[src/rtl/bcdac_regs.svh]
`ifndef BCDAC_REGS_SVH
`define BCDAC_REGS_SVH

// ----------------------------------------
// reset values and digit constants
// ----------------------------------------
`define BCDAC_ACC_RST    8'h00
`define BCDAC_ADJ_RST    8'h00
`define BCDAC_DIGIT_MAX  4'h9
`define BCDAC_DIGIT_FIX  4'h6
`define BCDAC_NIB_ZERO   4'h0
`define BCDAC_FLAGS_RST  2'h0

`endif

[src/rtl/bcdac_pkg.sv]
package bcdac_pkg;

  // ----------------------------------------
  // state of the corrector
  // ----------------------------------------
  typedef struct packed {
    logic [7:0] acc;
    logic       carry;
    logic       half;
    logic [7:0] adj;
    logic       adj_valid;
    logic [1:0] saved_flags;
  } bcdac_state_t;

endpackage

[src/rtl/bcdac_core.sv]
`timescale 1ns/1ps
`include "bcdac_regs.svh"

module bcdac_core (
  // clock and reset
  input  wire logic       clk_sys,
  input  wire logic       rst,
  // accumulator operations from the processor core
  input  wire logic       op_load,
  input  wire logic       op_add,
  input  wire logic       op_add_adjust,
  input  wire logic [7:0] operand,
  // adjust register read
  input  wire logic       adj_read,
  // interrupt entry and return
  input  wire logic       int_entry,
  input  wire logic       interrupt_return,
  // results
  output logic      [7:0] acc_out,
  output logic            carry_flag,
  output logic            half_carry_flag,
  output logic      [7:0] decimal_adjust_value,
  output logic            adjust_valid
);

  // ----------------------------------------
  // correction function
  // ----------------------------------------
  function automatic logic [7:0] adj_of(input logic [7:0] a,
                                        input logic       cy,
                                        input logic       ac);
    logic [3:0] lo;
    logic [3:0] hi;
    logic [8:0] tmp;
    lo  = (ac || a[3:0] > `BCDAC_DIGIT_MAX) ? `BCDAC_DIGIT_FIX
                                             : `BCDAC_NIB_ZERO;
    tmp = {1'b0, a} + {5'h00, lo};
    // high digit judged after the low fix may have rippled into it
    hi  = (cy || tmp[8] || tmp[7:4] > `BCDAC_DIGIT_MAX) ? `BCDAC_DIGIT_FIX
                                                        : `BCDAC_NIB_ZERO;
    return {hi, lo};
  endfunction

  bcdac_pkg::bcdac_state_t st_reg;
  bcdac_pkg::bcdac_state_t st_next;

  logic [7:0] adj_now;
  logic [8:0] sum;
  logic [4:0] sum_lo;
  logic [7:0] addend;

  assign adj_now = adj_of(st_reg.acc, st_reg.carry, st_reg.half);

  // ----------------------------------------
  // next state
  // ----------------------------------------
  always_comb begin
    st_next           = st_reg;
    st_next.adj_valid = 1'b0;
    addend            = op_add_adjust ? adj_now : operand;
    sum               = {1'b0, st_reg.acc} + {1'b0, addend};
    sum_lo            = {1'b0, st_reg.acc[3:0]} + {1'b0, addend[3:0]};
    if (adj_read) begin
      // sampled from live state, never a copy from the add
      st_next.adj       = adj_now;
      st_next.adj_valid = 1'b1;
    end
    if (interrupt_return) begin
      {st_next.carry, st_next.half} = st_reg.saved_flags;
    end else if (int_entry) begin
      st_next.saved_flags = {st_reg.carry, st_reg.half};
    end else if (op_load) begin
      st_next.acc = operand;
    end else if (op_add) begin
      st_next.acc   = sum[7:0];
      st_next.carry = sum[8];
      st_next.half  = sum_lo[4];
    end else if (op_add_adjust) begin
      st_next.acc   = sum[7:0];
      // decimal carry: a high fix means the pair passed 99
      st_next.carry = st_reg.carry || (adj_now[7:4] != `BCDAC_NIB_ZERO);
      st_next.half  = sum_lo[4];
    end
  end

  always_ff @(posedge clk_sys or posedge rst) begin
    if (rst) begin
      st_reg.acc         <= `BCDAC_ACC_RST;
      st_reg.carry       <= 1'b0;
      st_reg.half        <= 1'b0;
      st_reg.adj         <= `BCDAC_ADJ_RST;
      st_reg.adj_valid   <= 1'b0;
      st_reg.saved_flags <= `BCDAC_FLAGS_RST;
    end else begin
      st_reg <= st_next;
    end
  end

  assign acc_out              = st_reg.acc;
  assign carry_flag           = st_reg.carry;
  assign half_carry_flag      = st_reg.half;
  assign decimal_adjust_value = st_reg.adj;
  assign adjust_valid         = st_reg.adj_valid;

  logic plain_add;
  logic plain_adj;
  logic plain_load;
  logic no_op;
  assign plain_add = op_add && !interrupt_return && !int_entry && !op_load;
  assign plain_adj = op_add_adjust && !interrupt_return && !int_entry &&
                     !op_load && !op_add;
  assign plain_load = op_load && !interrupt_return && !int_entry;
  assign no_op = !op_load && !op_add && !op_add_adjust &&
                 !int_entry && !interrupt_return;

  // ----------------------------------------
  // checker helpers
  // ----------------------------------------
  function automatic logic is_bcd(input logic [7:0] b);
    return (b[7:4] <= `BCDAC_DIGIT_MAX) && (b[3:0] <= `BCDAC_DIGIT_MAX);
  endfunction

  // decimal worth of a packed pair, tens in the high nibble
  function automatic logic [7:0] dec_of(input logic [7:0] b);
    return ({4'h0, b[7:4]} * 8'h0a) + {4'h0, b[3:0]};
  endfunction
endmodule

[config.mk]
export PLATFORM = sky130hd
export DESIGN_NAME = bcdac_core
export DESIGN_NICKNAME = d
export VERILOG_FILES = /design/src/rtl/bcdac_pkg.sv /design/src/rtl/bcdac_core.sv
export VERILOG_INCLUDE_DIRS = /design/src /design/src/rtl
export SDC_FILE = /design/constraint.sdc
export NUM_CORES = 1
export LEC_CHECK = 0
export BUFFER_PORTS_ARGS = -buffer_cell sky130_fd_sc_hd__buf_2
export CAP_MARGIN = 30
export CORE_MARGIN = 2
export CORE_UTILIZATION = 26
export CTS_CLUSTER_DIAMETER = 120
export DETAILED_ROUTE_END_ITERATION = 12
export SLEW_MARGIN = 20
export SYNTH_ARGS = -nofsm -noshare
export SYNTH_HDL_FRONTEND = slang
export SYNTH_SLANG_ARGS = --single-unit
[constraint.sdc]
create_clock -name clk_sys -period 4.06 [get_ports clk_sys]
set_clock_uncertainty 0.2 [all_clocks]
set_input_delay 0.203 -clock clk_sys [delete_from_list [all_inputs] [get_ports clk_sys]]
set_output_delay 0.203 -clock clk_sys [all_outputs]
set_load 0.01 [all_outputs]
==> results of run 1 <==
==> worst max-delay path: stages (launching register included) <==
cell,delay [ns]
dfrtp_1,0.45
o21a_1,0.21
nor2_1,0.19
inv_1,0.07
ha_1,0.27
a21oi_1,0.16
o21ai_0,0.09
a21oi_1,0.28
nand2_1,0.12
o21a_1,0.12
ha_1,0.31
o21a_1,0.15
nor2_1,0.04
or3_1,0.30
a41o_1,0.24
a31oi_1,0.13
==> worst min path at each step <==
stage                           from                      end  slack (ns)  depth (start not counted)
floorplan                        rst               acc_out[0]        -0.1                          1
global placement                 rst  decimal_adjust_value[2]        0.11                          2
detailed placement               rst               acc_out[2]        0.09                          2
CTS                 interrupt_return          half_carry_flag        0.02                          2
global route        interrupt_return          half_carry_flag        0.04                          2
finish              interrupt_return          half_carry_flag        0.02                          2
==> metal layers <==
layer	share of wire, %	routed length [um]	up-vias
li1	-	-	524
met2	47	1270	27
met4	0.63	17	0
met3	4.4	119	2
met1	48	1310	468
met5	0	0	-
==> report_power, final <==
group / leakage (nW) / total [mW] / internal, mW / switching [mW]
combinational: 0.492 / 0.390 / 0.184 / 0.206
clock: 0.0228 / 0.121 / 0.0694 / 0.0514
sequential: 0.184 / 0.255 / 0.200 / 0.0554
total: 0.699 / 0.766 / 0.453 / 0.313
==> final cells by class <==
| cell class | instances | area, sq um | share of cell area (%) |
|---|---|---|---|
| Multi-Input combinational cell | 107 | 711 | 51.1 |
| Clock buffer | 4 | 45.0 | 3.24 |
| Inverter | 6 | 22.5 | 1.62 |
| Timing Repair Buffer | 32 | 170 | 12.2 |
| Sequential cell | 15 | 375 | 27.0 |
| Tap cell | 54 | 67.6 | 4.86 |
==> repair_timing <==
item | CTS | global route
setup endpoints to repair | 0 | 0
hold endpoints to repair | 18 | 0
hold buffers | 2 | 0
==> layout by cell type (no fill, tap or decap), drive strengths merged, types with 4 or more instances in the layout <==
cell | synthesis | layout
o21ai | 9 | 9
buf | 19 | 30
mux2i | 8 | 8
a21oi | 10 | 10
nand2 | 15 | 15
ha | 9 | 9
conb | 1 | 4
clkbuf | 1 | 4
nor2 | 11 | 11
o21a | 5 | 5
inv | 6 | 6
nor3 | 4 | 4
nor2b | 5 | 5
dfrtp | 15 | 15
==> cells by family after synthesis <==
group / synth area share [%]
AO/OA/AOI/OAI: 18.3
adder cells (fa/ha/maj): 10.7
XOR/XNOR: 2.84
buffers and inverters: 13.0
AND/OR/NAND/NOR: 16.1
other: 0.304
multiplexers: 8.31
flip-flops: 30.4
==> per-stage QoR <==
stage,cell area (sq um),instances
2_1_floorplan,1250,148
3_3_place_gp,1330,212
3_5_place_dp,1330,212
4_1_cts,1390,218
5_1_grt,1390,218
6_report,1390,218
==> impl_metrics.yaml, run 1 <==
clock_network:
  clock-sinks: 15
  post_cts_buffers: 0
  root_buffer: "clkbuf_8"
  cts_buffers: 3
  clock_latency_ns: 0.25
  clkTransAtPathRegs_ns: 0.06
  cts-resized-gates: 0
  h-tree-depth: 1
  cts_buffer_depth: 2
  cts_tree: "yes"
grt:
  grt_pass1_vias: 962
  grt_usage_pct: 10.5
  grt_antenna_before_repair: 0
  grt.overflow.total: 0
  grt_use_met2_pct: 17.3
  grt_max_degree: 21
  grt_pass1_wl_um: 4370
  use_met1_pct: 14.2
  grt_util_met3_pct: 2.62
  grt_most_used_layer: "met2"
yosys:
  synth_cells: 145
  ys.flop_type: "dfrtp_1"
  synth_area_sq_um: 1230
  yosys-top-cells-count: "16 x buf_4, 15 x dfrtp_1, 15 x nand2_1"
  yosys.cell_types.count: 34
  synth.avg_cell_area_sq_um: 8.52
  ys_seq_elements: 15
  async_flop_share_pct: 100
  seq_area_frac_synth_pct: 30.4
  yosys_warnings: 0
  yosysMostFrequentCell: "buf_4"
  synth_area_leaders: "dfrtp_1 30%, buf_4 9.7%, ha_1 9.1%"
  yosysTopAreaCell: "dfrtp_1"
  netlist.area_leader.share_pct: 30.4
  synth_edf_count: 0
setup_path:
  cp-endpoint: "carry_flag"
  timing.rr.end: "carry_flag"
  arrival_ns: 3.37
  r2r-start: "acc_out[1]"
  reg2reg_slack_ns: 0.65
  worstSetupPathType: "reg2reg"
  crit_fanout: 6
  critPathCaptureType: "flip-flop"
  worstPathRequired_ns: 4.02
  startpoint: "acc_out[1]"
  cp-start-kind: "flip-flop"
  r2r_cells: 15
layout:
  area_growth_pct: 12.7
  drive_gt1_share_pct: 22.0
  antennaDiodeCount: 0
  largest_register_ffs: 8
  fill_cells: 485
  finish.utilization_pct: 29.9
  final_nets: 191
sta:
  rsz0062_at_grt: "false"
  period_share_pct: 84.0
  drv_slew: 0
  setup_ws_ns: 0.651
  fin_crit_ns: 3.41
  finalHoldWorstSlack_ns: 0.0244
  slew_headroom_pct: 57.2
  worst_pin_slew_ns: 0.642
  max_freq_ghz: 0.293
  finalHoldViolCount: 0
  tns_ns: 0
  finalSetupViolations: 0
route:
  viasPerCell: 4.68
  drcViolationCount: 0
  antenna_left: 0
  drtIter0Drc: 48
  dr.pass1.iters: 6
  dr_total_vias: 1021
  detail_route.wl_per_cell_um: 12.4
  routed_wl_um: 2710
floorplanning:
  io_pins: 35
  fp.dieArea_sq_um: 5320
  start_util_pct: 26.5
  coreArea_sq_um: 4660
  die_y_um: 72.9
  fp.dieW_um: 72.9
  rows: 25
power_and_ir_drop:
  leakage_nw: 0.699
  cellPowerDensity_nw_per_um2: 551
  ir_drop_v: 0.000134
  power_uw: 766
outcome:
  status: "finished clean"
placed_design:
  portBuffers: 30
  post-place-ws_ns: 0.686
  place_congestion: 0.773
  hpwlAfterDp_um: 2140
run:
  maxCapViolCount: 0
worst_hold_path:
  min_path_type: "in2reg"
Note: power is estimated with default switching activity, not from simulation.
==> run 2, diff against run 1 <==
==> constraint.sdc (replaced) <==
create_clock -name clk_sys -period 3.5 [get_ports clk_sys]
set_clock_uncertainty 0.2 [all_clocks]
set_input_delay 0.175 -clock clk_sys [delete_from_list [all_inputs] [get_ports clk_sys]]
set_output_delay 0.175 -clock clk_sys [all_outputs]
set_load 0.01 [all_outputs]
==> impl_metrics.yaml, run 2 (same netlist as run 1, synthesis figures left out) <==
sta:
  fin_crit_ns: 3.26
  slew_headroom_pct: 57.5
  drv_slew: 0
  finalHoldViolCount: 0
  rsz0062_at_grt: "false"
  worst_pin_slew_ns: 0.637
  tns_ns: 0
  max_freq_ghz: 0.306
  setup_ws_ns: 0.236
  finalSetupViolations: 0
  period_share_pct: 93.3
floorplanning:
  fp.dieW_um: 72.9
  coreArea_sq_um: 4660
  fp.dieArea_sq_um: 5320
  start_util_pct: 26.5
  io_pins: 35
  die_y_um: 72.9
  rows: 25
layout:
  fin_area_sq_um: 1430
  largest_register_ffs: 8
  area_growth_pct: 15.5
  antennaDiodeCount: 0
  finish.utilization_pct: 30.6
  layout_common_cells: "30 x buf_2, 15 x nand2_1, 15 x dfrtp_1"
  fill_cells: 499
  final_nets: 195
  layout_commonest_cell: "buf_2"
  stdcell_count: 222
  drive_gt1_share_pct: 22.6
  ff_latch_area_sq_um: 375
  multiInputGateArea_sq_um: 711
setup_path:
  crit_family: "compound AO/OA/AOI/OAI gates"
  critPathCaptureType: "flip-flop"
  arrival_ns: 3.23
  timing.critical_path.cells: "o21a_1 -> nor2_1 -> inv_1 -> ha_1 -> a21oi_1 -> o21ai_0 -> a21oi_1 -> nand2_1 -> o21a_1 -> ha_1 -> o21a_1 -> nor2_1 -> or3_1 -> a41o_1 -> a31oi_1"
  crit_fanout: 6
  slowest_stage: "dfrtp_1"
  path_buf_inv: 1
  cp-start-kind: "flip-flop"
  startpoint: "acc_out[1]"
  worstSetupPathType: "reg2reg"
  worstPathRequired_ns: 3.46
  cpMostUsedCell: "o21a_1"
  critPathMaxStageDelay_ns: 0.46
  r2r-start: "acc_out[1]"
power_and_ir_drop:
  ir_drop_v: 0.000184
  leakage_nw: 0.717
  cellPowerDensity_nw_per_um2: 642
clock_network:
  cts_buffers: 3
  clock-sinks: 15
  clkTransAtPathRegs_ns: 0.06
  cts-resized-gates: 0
  clock_latency_ns: 0.25
  post_cts_buffers: 0
  cts_buffer_depth: 2
  h-tree-depth: 1
  cts_tree: "yes"
  root_buffer: "clkbuf_8"
  hold_buffers: 4
grt:
  grt_max_degree: 21
  grt.overflow.total: 0
  grt_pass1_wl_um: 4580
  grt_usage_pct: 11.1
  grt_pass1_vias: 1005
  grt_antenna_before_repair: 0
worst_hold_path:
  min_path_type: "in2reg"
  hp-start: "operand[6]"
placed_design:
  hpwlAfterDp_um: 2160
  postPlaceCellArea_sq_um: 1340
  post-place-ws_ns: 0.242
  dp_cells: 214
  portBuffers: 30
  place_congestion: 0.802
route:
  dr.pass1.iters: 4
  viasPerCell: 4.68
  antenna_left: 0
  dr_total_vias: 1038
  routed_wl_um: 2780
  drcViolationCount: 0
  detail_route.wl_per_cell_um: 12.5
  drtIter0Drc: 42
run:
  maxCapViolCount: 0
outcome:
  status: "finished clean"
## run 2: metal layers
metal,up-vias,global-route usage (%),share of wire [%]
li1,532,-,-
met3,2,2.49,3.3
met4,0,1.85,0.61
met5,-,0,0
met2,25,17.8,46
met1,479,15.4,50
## run 2: power by group
group | total, mW | switching [mW] | leakage (nW) | internal, mW
registers | 0.296 | 0.0649 | 0.184 | 0.231
clock network | 0.142 | 0.0616 | 0.0228 | 0.0806
logic | 0.477 | 0.248 | 0.510 | 0.229
total | 0.916 | 0.375 | 0.717 | 0.542
## run 2: through the flow
step | hold WS (ns) | total power, mW
2_1_floorplan | -0.124 | 0.684
3_3_place_gp | 0.0804 | 0.768
3_5_place_dp | 0.0774 | 0.774
4_1_cts | 0.0124 | 0.922
5_1_grt | 0.00981 | 1.01
6_report | 0.00621 | 0.916
## run 2: area by class of cell
class | instances | area share (%)
Multi-Input combinational cell | 107 | 49.8
Inverter | 6 | 1.58
Clock buffer | 4 | 3.16
Sequential cell | 15 | 26.3
Tap cell | 54 | 4.74
Timing Repair Buffer | 36 | 14.4
## run 2: worst paths after layout
check	endpoint	slack [ns]	cells past startpoint
setup / recovery	carry_flag	0.24	15
hold / removal	acc_out[6]	0.006	3
max in group asynchronous	acc_out[1]	2.36	3
min in group asynchronous	acc_out[6]	0.35	3
hold reg to reg	half_carry_flag	0.27	2
setup reg to reg	carry_flag	0.24	15
## run 2: worst register-to-register path: stages (launching register included)
cell and delay (ns):
dfrtp_1 0.46, o21a_1 0.21, nor2_1 0.11, inv_1 0.06
ha_1 0.27, a21oi_1 0.16, o21ai_0 0.10, a21oi_1 0.19
nand2_1 0.09, o21a_1 0.12, ha_1 0.32, o21a_1 0.14
nor2_1 0.04, or3_1 0.31, a41o_1 0.25, a31oi_1 0.16
